<file path="src/design/swe_map.svh">
// constants for the sleep/wake event controller: state codes and timing
// assumes a 25 MHz standby clock; included by bare name
`ifndef SWE_MAP_SVH
`define SWE_MAP_SVH
`define SWE_CLK_HZ          25000000
`define SWE_SHORT_PRESS_MS  4000
`define SWE_LONG_PRESS_MS   6000
`define SWE_DEB_US          1000
`define SWE_SHORT_CYC       ((`SWE_CLK_HZ / 1000) * `SWE_SHORT_PRESS_MS)
`define SWE_LONG_CYC        ((`SWE_CLK_HZ / 1000) * `SWE_LONG_PRESS_MS + 1)
`define SWE_DEB_CYC         ((`SWE_CLK_HZ / 1000000) * `SWE_DEB_US)
`define SWE_SLP_S0          2'h0
`define SWE_SLP_S3          2'h1
`define SWE_SLP_S4          2'h2
`define SWE_SLP_S5          2'h3
`endif

</file>
<file path="src/design/swe_pkg.sv">
// types for the sleep/wake event controller
// used through scoped names only
package swe_pkg;
   typedef enum logic [3:0] {
      SWE_WORK  = 4'h1,
      SWE_SLEEP = 4'h2,
      SWE_WAKE  = 4'h4,
      SWE_OFF   = 4'h8
   } swe_state_t;
   typedef logic [1:0] swe_slp_t;
endpackage

</file>
<file path="src/design/swe_controller.sv">
// sleep/wake event controller: gathers wake sources, times the power
// switch, holds the wake request until the power sequencer acknowledges or a long switch hold clears it
// assumes pins are asynchronous; sleep state and ack from sequencer logic
`timescale 1ns/10ps
`include "swe_map.svh"

// Summary of operation
// - network wake-up frame indication while sleeping raises the wake request
// - in S3 keep main supply off; led amber if dual, dark if single
// - accepted wake from S3 returns to last working state
// - usb activity wakes only from S3
// - pci pme wakes from S3, S4, S5 only when enabled
// - pci express wake assertion wakes from S3, S4, S5
// - infrared receiver activity wakes from S3, S4, S5
// - programmed rtc alarm wakes the system from soft-off
// - switch press under 4 s wakes; held over 6 s forces soft-off
module swe_controller (
   input  wire logic clock,
   input  wire logic sys_rst,
   input  wire logic [1:0] sleepState,
   input  wire logic lanWakeFrame,
   input  wire logic usbActivity,
   input  wire logic pmEvent_n,
   input  wire logic pcieWake_n,
   input  wire logic infrared_receiver_activity,
   input  wire logic rtcAlarm,
   input  wire logic powerSwitch_n,
   input  wire logic pm_event_wake_enable,
   input  wire logic ledDualColour,
   input  wire logic workingAck,
   output logic      wakeRequest,
   output logic      mainPowerOn,
   output logic      forceSoftOff,
   output logic      ledMain,
   output logic      ledAlt,
   output logic      resumeFromRam
);
   // ----------------------------------------------------------------
   // input synchronisers
   // ----------------------------------------------------------------
   logic sLan, sUsb, sPme_n, sWake_n, sIr, sRtc, sSw_n, sPmeEn, sDual;
   logic [1:0] sSlp0, sSlp;

   swe_sync #(.RST_VAL(1'b0)) uLan  (.clock(clock), .sys_rst(sys_rst), .asyncIn(lanWakeFrame), .syncOut(sLan));
   swe_sync #(.RST_VAL(1'b0)) uUsb  (.clock(clock), .sys_rst(sys_rst), .asyncIn(usbActivity), .syncOut(sUsb));
   swe_sync #(.RST_VAL(1'b1)) uPme  (.clock(clock), .sys_rst(sys_rst), .asyncIn(pmEvent_n), .syncOut(sPme_n));
   swe_sync #(.RST_VAL(1'b1)) uWak  (.clock(clock), .sys_rst(sys_rst), .asyncIn(pcieWake_n), .syncOut(sWake_n));
   swe_sync #(.RST_VAL(1'b0)) uIr   (.clock(clock), .sys_rst(sys_rst),
                                     .asyncIn(infrared_receiver_activity), .syncOut(sIr));
   swe_sync #(.RST_VAL(1'b0)) uRtc  (.clock(clock), .sys_rst(sys_rst), .asyncIn(rtcAlarm), .syncOut(sRtc));
   swe_sync #(.RST_VAL(1'b1)) uSw   (.clock(clock), .sys_rst(sys_rst), .asyncIn(powerSwitch_n), .syncOut(sSw_n));
   swe_sync #(.RST_VAL(1'b0)) uEn   (.clock(clock), .sys_rst(sys_rst),
                                     .asyncIn(pm_event_wake_enable), .syncOut(sPmeEn));
   swe_sync #(.RST_VAL(1'b0)) uDual (.clock(clock), .sys_rst(sys_rst), .asyncIn(ledDualColour), .syncOut(sDual));
   swe_sync #(.RST_VAL(1'b0)) uSl0  (.clock(clock), .sys_rst(sys_rst), .asyncIn(sleepState[0]), .syncOut(sSlp0[0]));
   swe_sync #(.RST_VAL(1'b0)) uSl1  (.clock(clock), .sys_rst(sys_rst), .asyncIn(sleepState[1]), .syncOut(sSlp0[1]));
   assign sSlp = sSlp0;

   // ----------------------------------------------------------------
   // power switch timing
   // ----------------------------------------------------------------
   localparam int SHORT_CYC = `SWE_SHORT_CYC;
   localparam int LONG_CYC  = `SWE_LONG_CYC;
   logic [27:0] pressCnt, next_pressCnt;
   logic        swPrev, next_swPrev;
   logic        shortPress, longHeld;

   // count press length, saturating past the long limit
   always_comb begin
      next_swPrev   = ~sSw_n;
      next_pressCnt = pressCnt;
      if (~sSw_n) begin
         if (pressCnt < 28'(LONG_CYC))
            next_pressCnt = pressCnt + 28'h0000001;
      end else begin
         next_pressCnt = 28'h0000000;
      end
   end

   always_ff @(posedge clock) begin
      if (sys_rst) begin
         pressCnt <= 28'h0000000;
         swPrev   <= 1'b0;
      end else begin
         pressCnt <= next_pressCnt;
         swPrev   <= next_swPrev;
      end
   end

   // release before 4 s is a short press; reaching over 6 s is long
   assign shortPress = swPrev & sSw_n & (pressCnt < 28'(SHORT_CYC));
   assign longHeld   = ~sSw_n & (pressCnt == 28'(LONG_CYC) - 28'h0000001);

   // ----------------------------------------------------------------
   // wake source qualification
   // ----------------------------------------------------------------
   logic sleeping, inS3, anyWake;
   assign sleeping = (sSlp != `SWE_SLP_S0);
   assign inS3     = (sSlp == `SWE_SLP_S3);
   assign anyWake  = sleeping & (sLan
                   | (sUsb & inS3)
                   | (~sPme_n & sPmeEn)
                   | ~sWake_n
                   | sIr
                   | (sRtc & (sSlp == `SWE_SLP_S5))
                   | shortPress);

   // ----------------------------------------------------------------
   // sequencing state machine
   // ----------------------------------------------------------------
   swe_pkg::swe_state_t state, next_state;
   logic next_wakeRequest, next_mainPowerOn, next_forceSoftOff;
   logic next_ledMain, next_ledAlt, next_resumeFromRam;
   swe_pkg::swe_slp_t fromState, next_fromState;

   always_comb begin
      next_state         = state;
      next_wakeRequest   = wakeRequest;
      next_fromState     = fromState;
      next_forceSoftOff  = 1'b0;
      unique case (state)
         swe_pkg::SWE_WORK: begin
            if (sleeping) begin
               next_state     = swe_pkg::SWE_SLEEP;
               next_fromState = sSlp;
            end
         end
         swe_pkg::SWE_SLEEP: begin
            next_fromState = sSlp;
            if (!sleeping) begin
               next_state = swe_pkg::SWE_WORK;
            end else if (anyWake) begin
               next_state       = swe_pkg::SWE_WAKE;
               next_wakeRequest = 1'b1;
            end
         end
         swe_pkg::SWE_WAKE: begin
            if (workingAck) begin
               next_wakeRequest = 1'b0;
            end
            // leave only once the synced sleep state shows S0, so the
            // sync lag after the ack cannot send us back to sleep
            if (!sleeping && (workingAck || !wakeRequest)) begin
               next_state = swe_pkg::SWE_WORK;
            end
         end
         swe_pkg::SWE_OFF: begin
            if (sSw_n && sSlp == `SWE_SLP_S5)
               next_state = swe_pkg::SWE_SLEEP;
         end
         default: begin
            next_state = swe_pkg::SWE_WORK;
         end
      endcase
      // long hold overrides anything else
      if (longHeld) begin
         next_state        = swe_pkg::SWE_OFF;
         next_wakeRequest  = 1'b0;
         next_forceSoftOff = 1'b1;
      end
   end

   // outputs follow the next state
   always_comb begin
      next_mainPowerOn   = (next_state == swe_pkg::SWE_WORK) || (next_state == swe_pkg::SWE_WAKE);
      next_ledMain       = next_mainPowerOn;
      next_ledAlt        = (next_state == swe_pkg::SWE_SLEEP) && (next_fromState == `SWE_SLP_S3) && sDual;
      next_resumeFromRam = (next_state == swe_pkg::SWE_WAKE) && (next_fromState == `SWE_SLP_S3);
   end

   always_ff @(posedge clock) begin
      if (sys_rst) begin
         state         <= swe_pkg::SWE_WORK;
         fromState     <= `SWE_SLP_S0;
         wakeRequest   <= 1'b0;
         mainPowerOn   <= 1'b1;
         forceSoftOff  <= 1'b0;
         ledMain       <= 1'b1;
         ledAlt        <= 1'b0;
         resumeFromRam <= 1'b0;
      end else begin
         state         <= next_state;
         fromState     <= next_fromState;
         wakeRequest   <= next_wakeRequest;
         mainPowerOn   <= next_mainPowerOn;
         forceSoftOff  <= next_forceSoftOff;
         ledMain       <= next_ledMain;
         ledAlt        <= next_ledAlt;
         resumeFromRam <= next_resumeFromRam;
      end
   end

   // ----------------------------------------------------------------
   // assertions
   // ----------------------------------------------------------------
   AST_LAN_WAKE: assert property (@(posedge clock) disable iff (sys_rst)
      (state == swe_pkg::SWE_SLEEP && sleeping && sLan && !longHeld) |=> wakeRequest)
      else $error("lan wake not requested");
   AST_S3_DARK: assert property (@(posedge clock) disable iff (sys_rst)
      (state == swe_pkg::SWE_SLEEP) |-> (!mainPowerOn && !ledMain))
      else $error("supply or main led on while sleeping");
   AST_RESUME: assert property (@(posedge clock) disable iff (sys_rst)
      (state == swe_pkg::SWE_WAKE && fromState == `SWE_SLP_S3) |-> resumeFromRam)
      else $error("resume from ram not flagged");
   AST_USB_S4: assert property (@(posedge clock) disable iff (sys_rst)
      (state == swe_pkg::SWE_SLEEP && sSlp == `SWE_SLP_S4 && sUsb && sLan == 1'b0 && sPme_n && sWake_n
       && !sIr && !shortPress) |=> !wakeRequest)
      else $error("usb woke from deep sleep");
   AST_PME_GATE: assert property (@(posedge clock) disable iff (sys_rst)
      (state == swe_pkg::SWE_SLEEP && sleeping && !sPme_n && sPmeEn && !longHeld) |=> wakeRequest)
      else $error("pme wake missed");
   AST_PCIE_WAKE: assert property (@(posedge clock) disable iff (sys_rst)
      (state == swe_pkg::SWE_SLEEP && sleeping && !sWake_n && !longHeld) |=> wakeRequest)
      else $error("pcie wake missed");
   AST_IR_WAKE: assert property (@(posedge clock) disable iff (sys_rst)
      (state == swe_pkg::SWE_SLEEP && sleeping && sIr && !longHeld) |=> wakeRequest)
      else $error("infrared wake missed");
   AST_RTC_WAKE: assert property (@(posedge clock) disable iff (sys_rst)
      (state == swe_pkg::SWE_SLEEP && sSlp == `SWE_SLP_S5 && sRtc && !longHeld) |=> wakeRequest)
      else $error("rtc wake missed");
   AST_LONG_OFF: assert property (@(posedge clock) disable iff (sys_rst)
      longHeld |=> (forceSoftOff && !wakeRequest && !mainPowerOn))
      else $error("long press did not force off");
   AST_HOLD_REQ: assert property (@(posedge clock) disable iff (sys_rst)
      (wakeRequest && !workingAck && !longHeld) |=> wakeRequest)
      else $error("wake request dropped before ack");
   COV_WAKE: cover property (@(posedge clock) disable iff (sys_rst) $rose(wakeRequest));
   COV_ACK: cover property (@(posedge clock) disable iff (sys_rst) $fell(wakeRequest));
   COV_OFF: cover property (@(posedge clock) disable iff (sys_rst) forceSoftOff);
endmodule

</file>
<file path="src/design/swe_sync.sv">
// two-flop synchroniser for one asynchronous level
// assumes a single clock and synchronous active-high reset
`timescale 1ns/10ps
module swe_sync #(
   parameter logic RST_VAL = 1'b0
) (
   input  wire logic clock,
   input  wire logic sys_rst,
   input  wire logic asyncIn,
   output logic      syncOut
);
   logic stage1;
   logic next_stage1;
   logic next_syncOut;

   // sample chain
   always_comb begin
      next_stage1  = asyncIn;
      next_syncOut = stage1;
   end

   // register the chain
   always_ff @(posedge clock) begin
      if (sys_rst) begin
         stage1  <= RST_VAL;
         syncOut <= RST_VAL;
      end else begin
         stage1  <= next_stage1;
         syncOut <= next_syncOut;
      end
   end
endmodule

</file>
<file path="config.mk">
export PLATFORM = sky130hd
export DESIGN_NAME = swe_controller
export DESIGN_NICKNAME = d
export VERILOG_FILES = /design/src/design/swe_pkg.sv /design/src/design/swe_controller.sv /design/src/design/swe_sync.sv
export VERILOG_INCLUDE_DIRS = /design/src /design/src/design
export SDC_FILE = /design/constraint.sdc
export NUM_CORES = 1
export LEC_CHECK = 0
export BUFFER_PORTS_ARGS = -buffer_cell sky130_fd_sc_hd__buf_2
export CAP_MARGIN = 20
export CORE_MARGIN = 3
export CORE_UTILIZATION = 48
export DETAILED_ROUTE_END_ITERATION = 16
export GPL_ROUTABILITY_DRIVEN = 0
export PLACE_DENSITY = 0.63
export SLEW_MARGIN = 10
export SYNTH_ARGS = -nofsm -noshare
export SYNTH_HDL_FRONTEND = slang
export SYNTH_SLANG_ARGS = --single-unit
</file>
<file path="constraint.sdc">
create_clock -name clock -period 2.7 [get_ports clock]
set_input_delay 0.27 -clock clock [delete_from_list [all_inputs] [get_ports clock]]
set_output_delay 0.27 -clock clock [all_outputs]
set_load 0.02 [all_outputs]
</file>
==> flow_summary.ini, run 1 <==
[sta]
top_achievable_clock_speed_ghz = 0.428
final_min_period_over_clock_period_pct = 86.6
setup_viol_count_final = 0
slew-limit-headroom_pct = 59.8
totalNegativeSetupSlack_ns = 0
timing_worst_slew_pin_value_ns = 0.601
finalWorstPathRequiredPeriod_ns = 2.34
slew_limit_fails = 0
fin_skew_ns = 0.0106
hold_viol_final = 0
rsz0062_at_grt = false

[yosys]
synth_top_flop_cell = dfxtp_1
ys_top_cells_by_count = dfxtp_1, nand2_1, nor2_1, nor2b_1, nand3_1
netlist_area_mm2 = 0.00294
syn-instance-count = 343
post-synth-top-area-fraction_pct = 42.2
post_synth_main_area_contributors = dfxtp_1, nor2b_1, or3_1
synth.lib_cells_used.distinct = 49
register_bit_count_reported_by_yosys = 62
seq_total_area_yosys_pct = 42.2
edff_count_synth = 0
mappedNetlistNets = 359
asyncSetResetFlopFracSynth_pct = 0
yosysMostFrequentCell = dfxtp_1
post_synth.cell_area_avg_um2 = 8.58
synthesis.yosys.warnings = 0
synth.largest_area_cell = dfxtp_1

[routing]
drt_drc_violations_left = 0
number_of_routed_nets_with_antenna_violations = 0
avgRoutedWirePerCell_um = 15.6
drt-initial-drc-count = 286
first_pass_iters = 5
vias = 2636
postRouteWirelength_mm = 6.77
via_density_per_instance = 6.07

[final_layout]
largest_reg_flops = 28
top_register = pressCnt
share_of_post_route_cells_with_drive_strength_above_1_pct = 15.2
insertedDiodeCount = 0
leading_registers_by_flop_count = pressCnt x28, state x4, fromState x2
fillerInstances = 512
final_nets = 373
syn2layout_area_growth_pct = 10.5

[global_routing]
grt_use_total_pct = 20.0
grt_antenna_before_repair = 0
wire_length_of_the_first_global_routing_pass_mm = 11.5
grt.overflow.total = 0
maximum_number_of_pins_on_one_net_before_global_route_repair = 40
grt_pass1_vias = 2316

[critical_path]
worstRegToRegCells = 6
worstSetupStartpointType = flop
worst-setup-path-type = reg -> reg
worstPathBufferInverterCount = 1
cp_data_required_time_ns = 2.97
worst_setup_path_endpoint = pressCnt[5]
critical_path_arrival_ns = 2.61
worstPathCellList = or4_1 -> o211a_1 -> o2111a_1 -> buf_4 -> or4_1 -> a21oi_1
start_point_of_the_critical_path = pressCnt[6]
setup.worst_path.end_class = flop
worstPathMaxFanout = 19
max_stage_delay_ns = 0.56
r2r_slack_ns = 0.36
timing.critical_path.mode_cell = or4_1
crit_path_top_delay_cell = or4_1
crit-reg2reg-capture = pressCnt[5]
stages_on_the_worst_setup_path = 6
crit_family = simple AND/OR/NAND/NOR gates
worst_r2r_startpoint = pressCnt[6]

[power]
p_switching_uw = 451
comb_power_share_pct = 4.3
share_clk_of_total_power_pct = 42.0
totalPowerFinal_mw = 1.77
leakagePower_nw = 1.17
worst_ir_drop_vdd_mv = 0.379
power_switching_share_pct = 25.5
powerDensity_mw_per_mm2 = 542
share_seq_of_total_power_pct = 53.7
internal_power_mw = 1.31

[clock_tree]
clk_pin_slew_worst_paths_ns = 0.08
holdBufCountCts = 0
clock_latency_ns = 0.34
number_of_buffers_inserted_during_clock_tree_synthesis = 9
cts_resized = 0
clock_tree.root_cell = clkbuf_8
cts_tree = yes
postCtsSetupRepairBufs = 0
clk_path_buf_depth = 2
cts-htree-levels = 3
cts_sinks = 62

[floorplanning]
design.core.area_mm2 = 0.00571
floorplan.die.height_um = 84.3
floorplan.io_pins = 20
fp.dieArea_mm2 = 0.00711
placement_rows = 27
die_extent_in_x_um = 84.3
start_util_pct = 51.6

[place]
place.port_buffers = 19
post_dp_hpwl_mm = 4.64

[min_path]
hold_path_class = in -> reg

[outcome]
outcome = completed

[job]
max_cap_viol_count = 0
-- cell usage in the layout, fill, tap and decap left out, types with 11 or more instances in the layout --
| master | synthesis | routed |
|---|---|---|
| dfxtp_1 | 62 | 62 |
| nand2_1 | 22 | 22 |
| nor2_1 | 22 | 22 |
| nor2b_1 | 20 | 20 |
| nand3_1 | 19 | 19 |
| buf_2 | 4 | 19 |
| or3_1 | 18 | 18 |
| a21oi_1 | 17 | 17 |
| o21ai_0 | 13 | 13 |
| or4_1 | 11 | 11 |
-- power by group through the flow --
stage               sequential, mW  clock, mW  combinational (mW)
global placement             0.968          0              0.0759
global route                 0.950      0.804              0.0868
floorplan                    0.961          0              0.0583
detailed placement           0.969          0              0.0761
finish                       0.947      0.742              0.0764
CTS                          0.947      0.761              0.0763
-- metal layers --
layer	vias up	GRT usage, %	wire length, um	share of wire (%)
li1	1311	-	-	-
met1	1220	30.0	3350	49
met2	93	27.9	2860	42
met3	12	3.53	461	6.8
met4	0	8.33	97	1.4
met5	-	0	0	0
-- final cells by class --
cell class	count	area (um^2)	area share, %
clock inverters	7	55.1	1.69
well taps	72	90.1	2.77
inverters	9	33.8	1.04
flip-flops and latches	62	1240	38.1
clock buffers	9	124	3.81
multi-input cells	250	1570	48.3
repair buffers	25	140	4.31
-- stage by stage --
stage / utilization, % / setup slack [ns] / instance area, um^2 / std cells / hold WS, ns
2_1_floorplan: - / 0.560 / 2940 / 343 / 0.374
3_3_place_gp: 53.9 / 0.484 / 3080 / 418 / 0.391
3_5_place_dp: 53.9 / 0.421 / 3080 / 418 / 0.393
4_1_cts: 57.0 / 0.387 / 3250 / 434 / 0.0937
5_1_grt: 57.0 / 0.255 / 3250 / 434 / 0.103
6_report: 57.0 / 0.363 / 3250 / 434 / 0.107
-- worst min-delay path by stage --
stage | cells past startpoint | from | slack (ns) | end
final | 2 | pcieWake_n | 0.11 | uWak.next_syncOut
after global routing | 2 | pcieWake_n | 0.10 | uWak.next_syncOut
after CTS | 2 | pmEvent_n | 0.09 | uPme.next_syncOut
after detailed placement | 1 | uWak.next_syncOut | 0.39 | uWak.syncOut
after global placement | 1 | uPme.next_syncOut | 0.39 | uPme.syncOut
after floorplan | 1 | pmEvent_n | 0.37 | uPme.next_syncOut
-- kinds of logic (layout without fill, tap and decap cells) --
| family | after synthesis | count (layout) | synth area share, % |
|---|---|---|---|
| multiplexers | 6 | 6 | 2.08 |
| flip-flops | 62 | 62 | 42.2 |
| buffers and inverters | 31 | 50 | 4.50 |
| AO/OA/AOI/OAI | 76 | 76 | 18.1 |
| adder cells (fa/ha/maj) | 2 | 2 | 0.850 |
| AND/OR/NAND/NOR | 165 | 165 | 32.0 |
| XOR/XNOR | 1 | 1 | 0.298 |
(Power assumes the default switching activity.)
==> inputs of run 2 (changes only) <==
--- a/config.mk
+++ b/config.mk
@@ -9,10 +9,11 @@
 export BUFFER_PORTS_ARGS = -buffer_cell sky130_fd_sc_hd__buf_2
 export CAP_MARGIN = 20
 export CORE_MARGIN = 3
-export CORE_UTILIZATION = 48
+export CORE_UTILIZATION = 51
 export DETAILED_ROUTE_END_ITERATION = 16
 export GPL_ROUTABILITY_DRIVEN = 0
-export PLACE_DENSITY = 0.63
+export PLACE_DENSITY = 0.66
+export SETUP_SLACK_MARGIN = 0.02
 export SLEW_MARGIN = 10
 export SYNTH_ARGS = -nofsm -noshare
 export SYNTH_HDL_FRONTEND = slang
==> run 2 against run 1 <==
Against the previous run: clock skew is 0.0034 ns lower; utilization is 1.7 points higher; fmax is 1.8% higher; sequential cell count stayed put; highest routed layer unchanged; power is 0.53% lower; wire length is 3.1% lower.
==> flow_summary.ini, run 2 (synthesized netlist as in run 1, its figures left out) <==
[final_layout]
finalCoreUtilization_pct = 58.7
layout_commonest_cell = dfxtp_1
design_area_mm2 = 0.00325
syn2layout_area_growth_pct = 10.5
top_register = pressCnt
leading_registers_by_flop_count = pressCnt x28, state x4, fromState x2
largest_reg_flops = 28
fillerInstances = 507
share_of_post_route_cells_with_drive_strength_above_1_pct = 15.2
layout_common_cells = dfxtp_1, nand2_1, nor2_1
insertedDiodeCount = 0
final_nets = 373

[sta]
top_achievable_clock_speed_ghz = 0.436
slew-limit-headroom_pct = 61.5
final_min_period_over_clock_period_pct = 85.0
rsz0062_at_grt = false
totalNegativeSetupSlack_ns = 0
fin_skew_ns = 0.00722
timing_worst_slew_pin_value_ns = 0.575
finalWorstPathRequiredPeriod_ns = 2.29
finalWorstSetupSlack_ns = 0.405
setup_viol_count_final = 0
slew_limit_fails = 0
hold_viol_final = 0

[clock_tree]
cts_tree = yes
cts-htree-levels = 3
holdBufCountCts = 0
clk_path_buf_depth = 2
clock_latency_ns = 0.34
postCtsSetupRepairBufs = 0
cts_sinks = 62
clk_pin_slew_worst_paths_ns = 0.08
number_of_buffers_inserted_during_clock_tree_synthesis = 9
clock_tree.root_cell = clkbuf_8
cts_resized = 0

[global_routing]
grt_pass1_vias = 2319
maximum_number_of_pins_on_one_net_before_global_route_repair = 40
grt_use_total_pct = 21.6
grt.overflow.total = 0
grt_antenna_before_repair = 0
wire_length_of_the_first_global_routing_pass_mm = 11.1

[outcome]
outcome = completed

[floorplanning]
design.core.area_mm2 = 0.00554
die_extent_in_x_um = 82.0
floorplan.io_pins = 20
placement_rows = 27
start_util_pct = 53.1
fp.dieArea_mm2 = 0.00672
floorplan.die.height_um = 82.0

[routing]
number_of_routed_nets_with_antenna_violations = 0
via_density_per_instance = 6.07
postRouteWirelength_mm = 6.56
drt_drc_violations_left = 0
first_pass_iters = 5
avgRoutedWirePerCell_um = 15.1
vias = 2635
drt-initial-drc-count = 178

[power]
worst_ir_drop_vdd_mv = 0.440
powerDensity_mw_per_mm2 = 540
leakagePower_nw = 1.17

[min_path]
hold_path_class = in -> reg
hold_path_depth = 2

[place]
place.port_buffers = 19
post_dp_hpwl_mm = 4.50
place_worst_setup_slack_ns = 0.449
placedInstanceArea_mm2 = 0.00308

[job]
max_cap_viol_count = 0

[critical_path]
worst-setup-path-type = reg -> reg
worstSetupStartpointType = flop
cp_data_required_time_ns = 2.97
worstPathMaxFanout = 15
setup.worst_path.end_class = flop
worstRegToRegCells = 6
critical_path_arrival_ns = 2.57
[run 2: cell counts in the layout (fill, tap and decap cells not counted)]
No cell type changed its count.
[run 2: layer usage]
layer  vias up  share of wire (%)  track usage (%)
li1       1313                  -                -
met1      1197                 49             32.1
met2       111                 42             29.5
met3        14                7.7             4.28
met4         0                1.8             9.97
met5         -                  0                0
[run 2: metrics by stage]
stage / total power [mW] / hold WS [ns] / instances
2_1_floorplan: 1.02 / 0.374 / 343
3_3_place_gp: 1.04 / 0.391 / 418
3_5_place_dp: 1.04 / 0.396 / 418
4_1_cts: 1.78 / 0.0957 / 434
5_1_grt: 1.83 / 0.110 / 434
6_report: 1.76 / 0.105 / 434
[run 2: report_power, final]
part	switching [mW]	internal, mW	total [mW]
combinational	0.0378	0.0367	0.0745
clock	0.391	0.343	0.735
sequential	0.0130	0.934	0.947
[run 2: final timing paths]
check	to	slack (ns)	start
worst min register to register	uWak.syncOut	0.41	uWak.next_syncOut
worst max register to register	pressCnt[3]	0.41	pressCnt[17]
worst max-delay path	pressCnt[3]	0.41	pressCnt[17]
worst min-delay path	uWak.next_syncOut	0.11	pcieWake_n
[run 2: worst max-delay path, cell delays in order (launching register included)]
cell     delay, ns
dfxtp_1       0.38
or4_1         0.57
nor3_2        0.22
nor2_1        0.18
buf_4         0.23
or4_1         0.51
a21oi_1       0.15
[run 2: final cells by class]
cell class	instances	area (um^2)	share of cell area [%]
Multi-Input combinational cell	250	1570	48.3
Sequential cell	62	1240	38.1
Timing Repair Buffer	25	140	4.31
Clock buffer	9	124	3.81
Tap cell	72	90.1	2.77
Clock inverter	7	55.1	1.69
Inverter	9	33.8	1.04
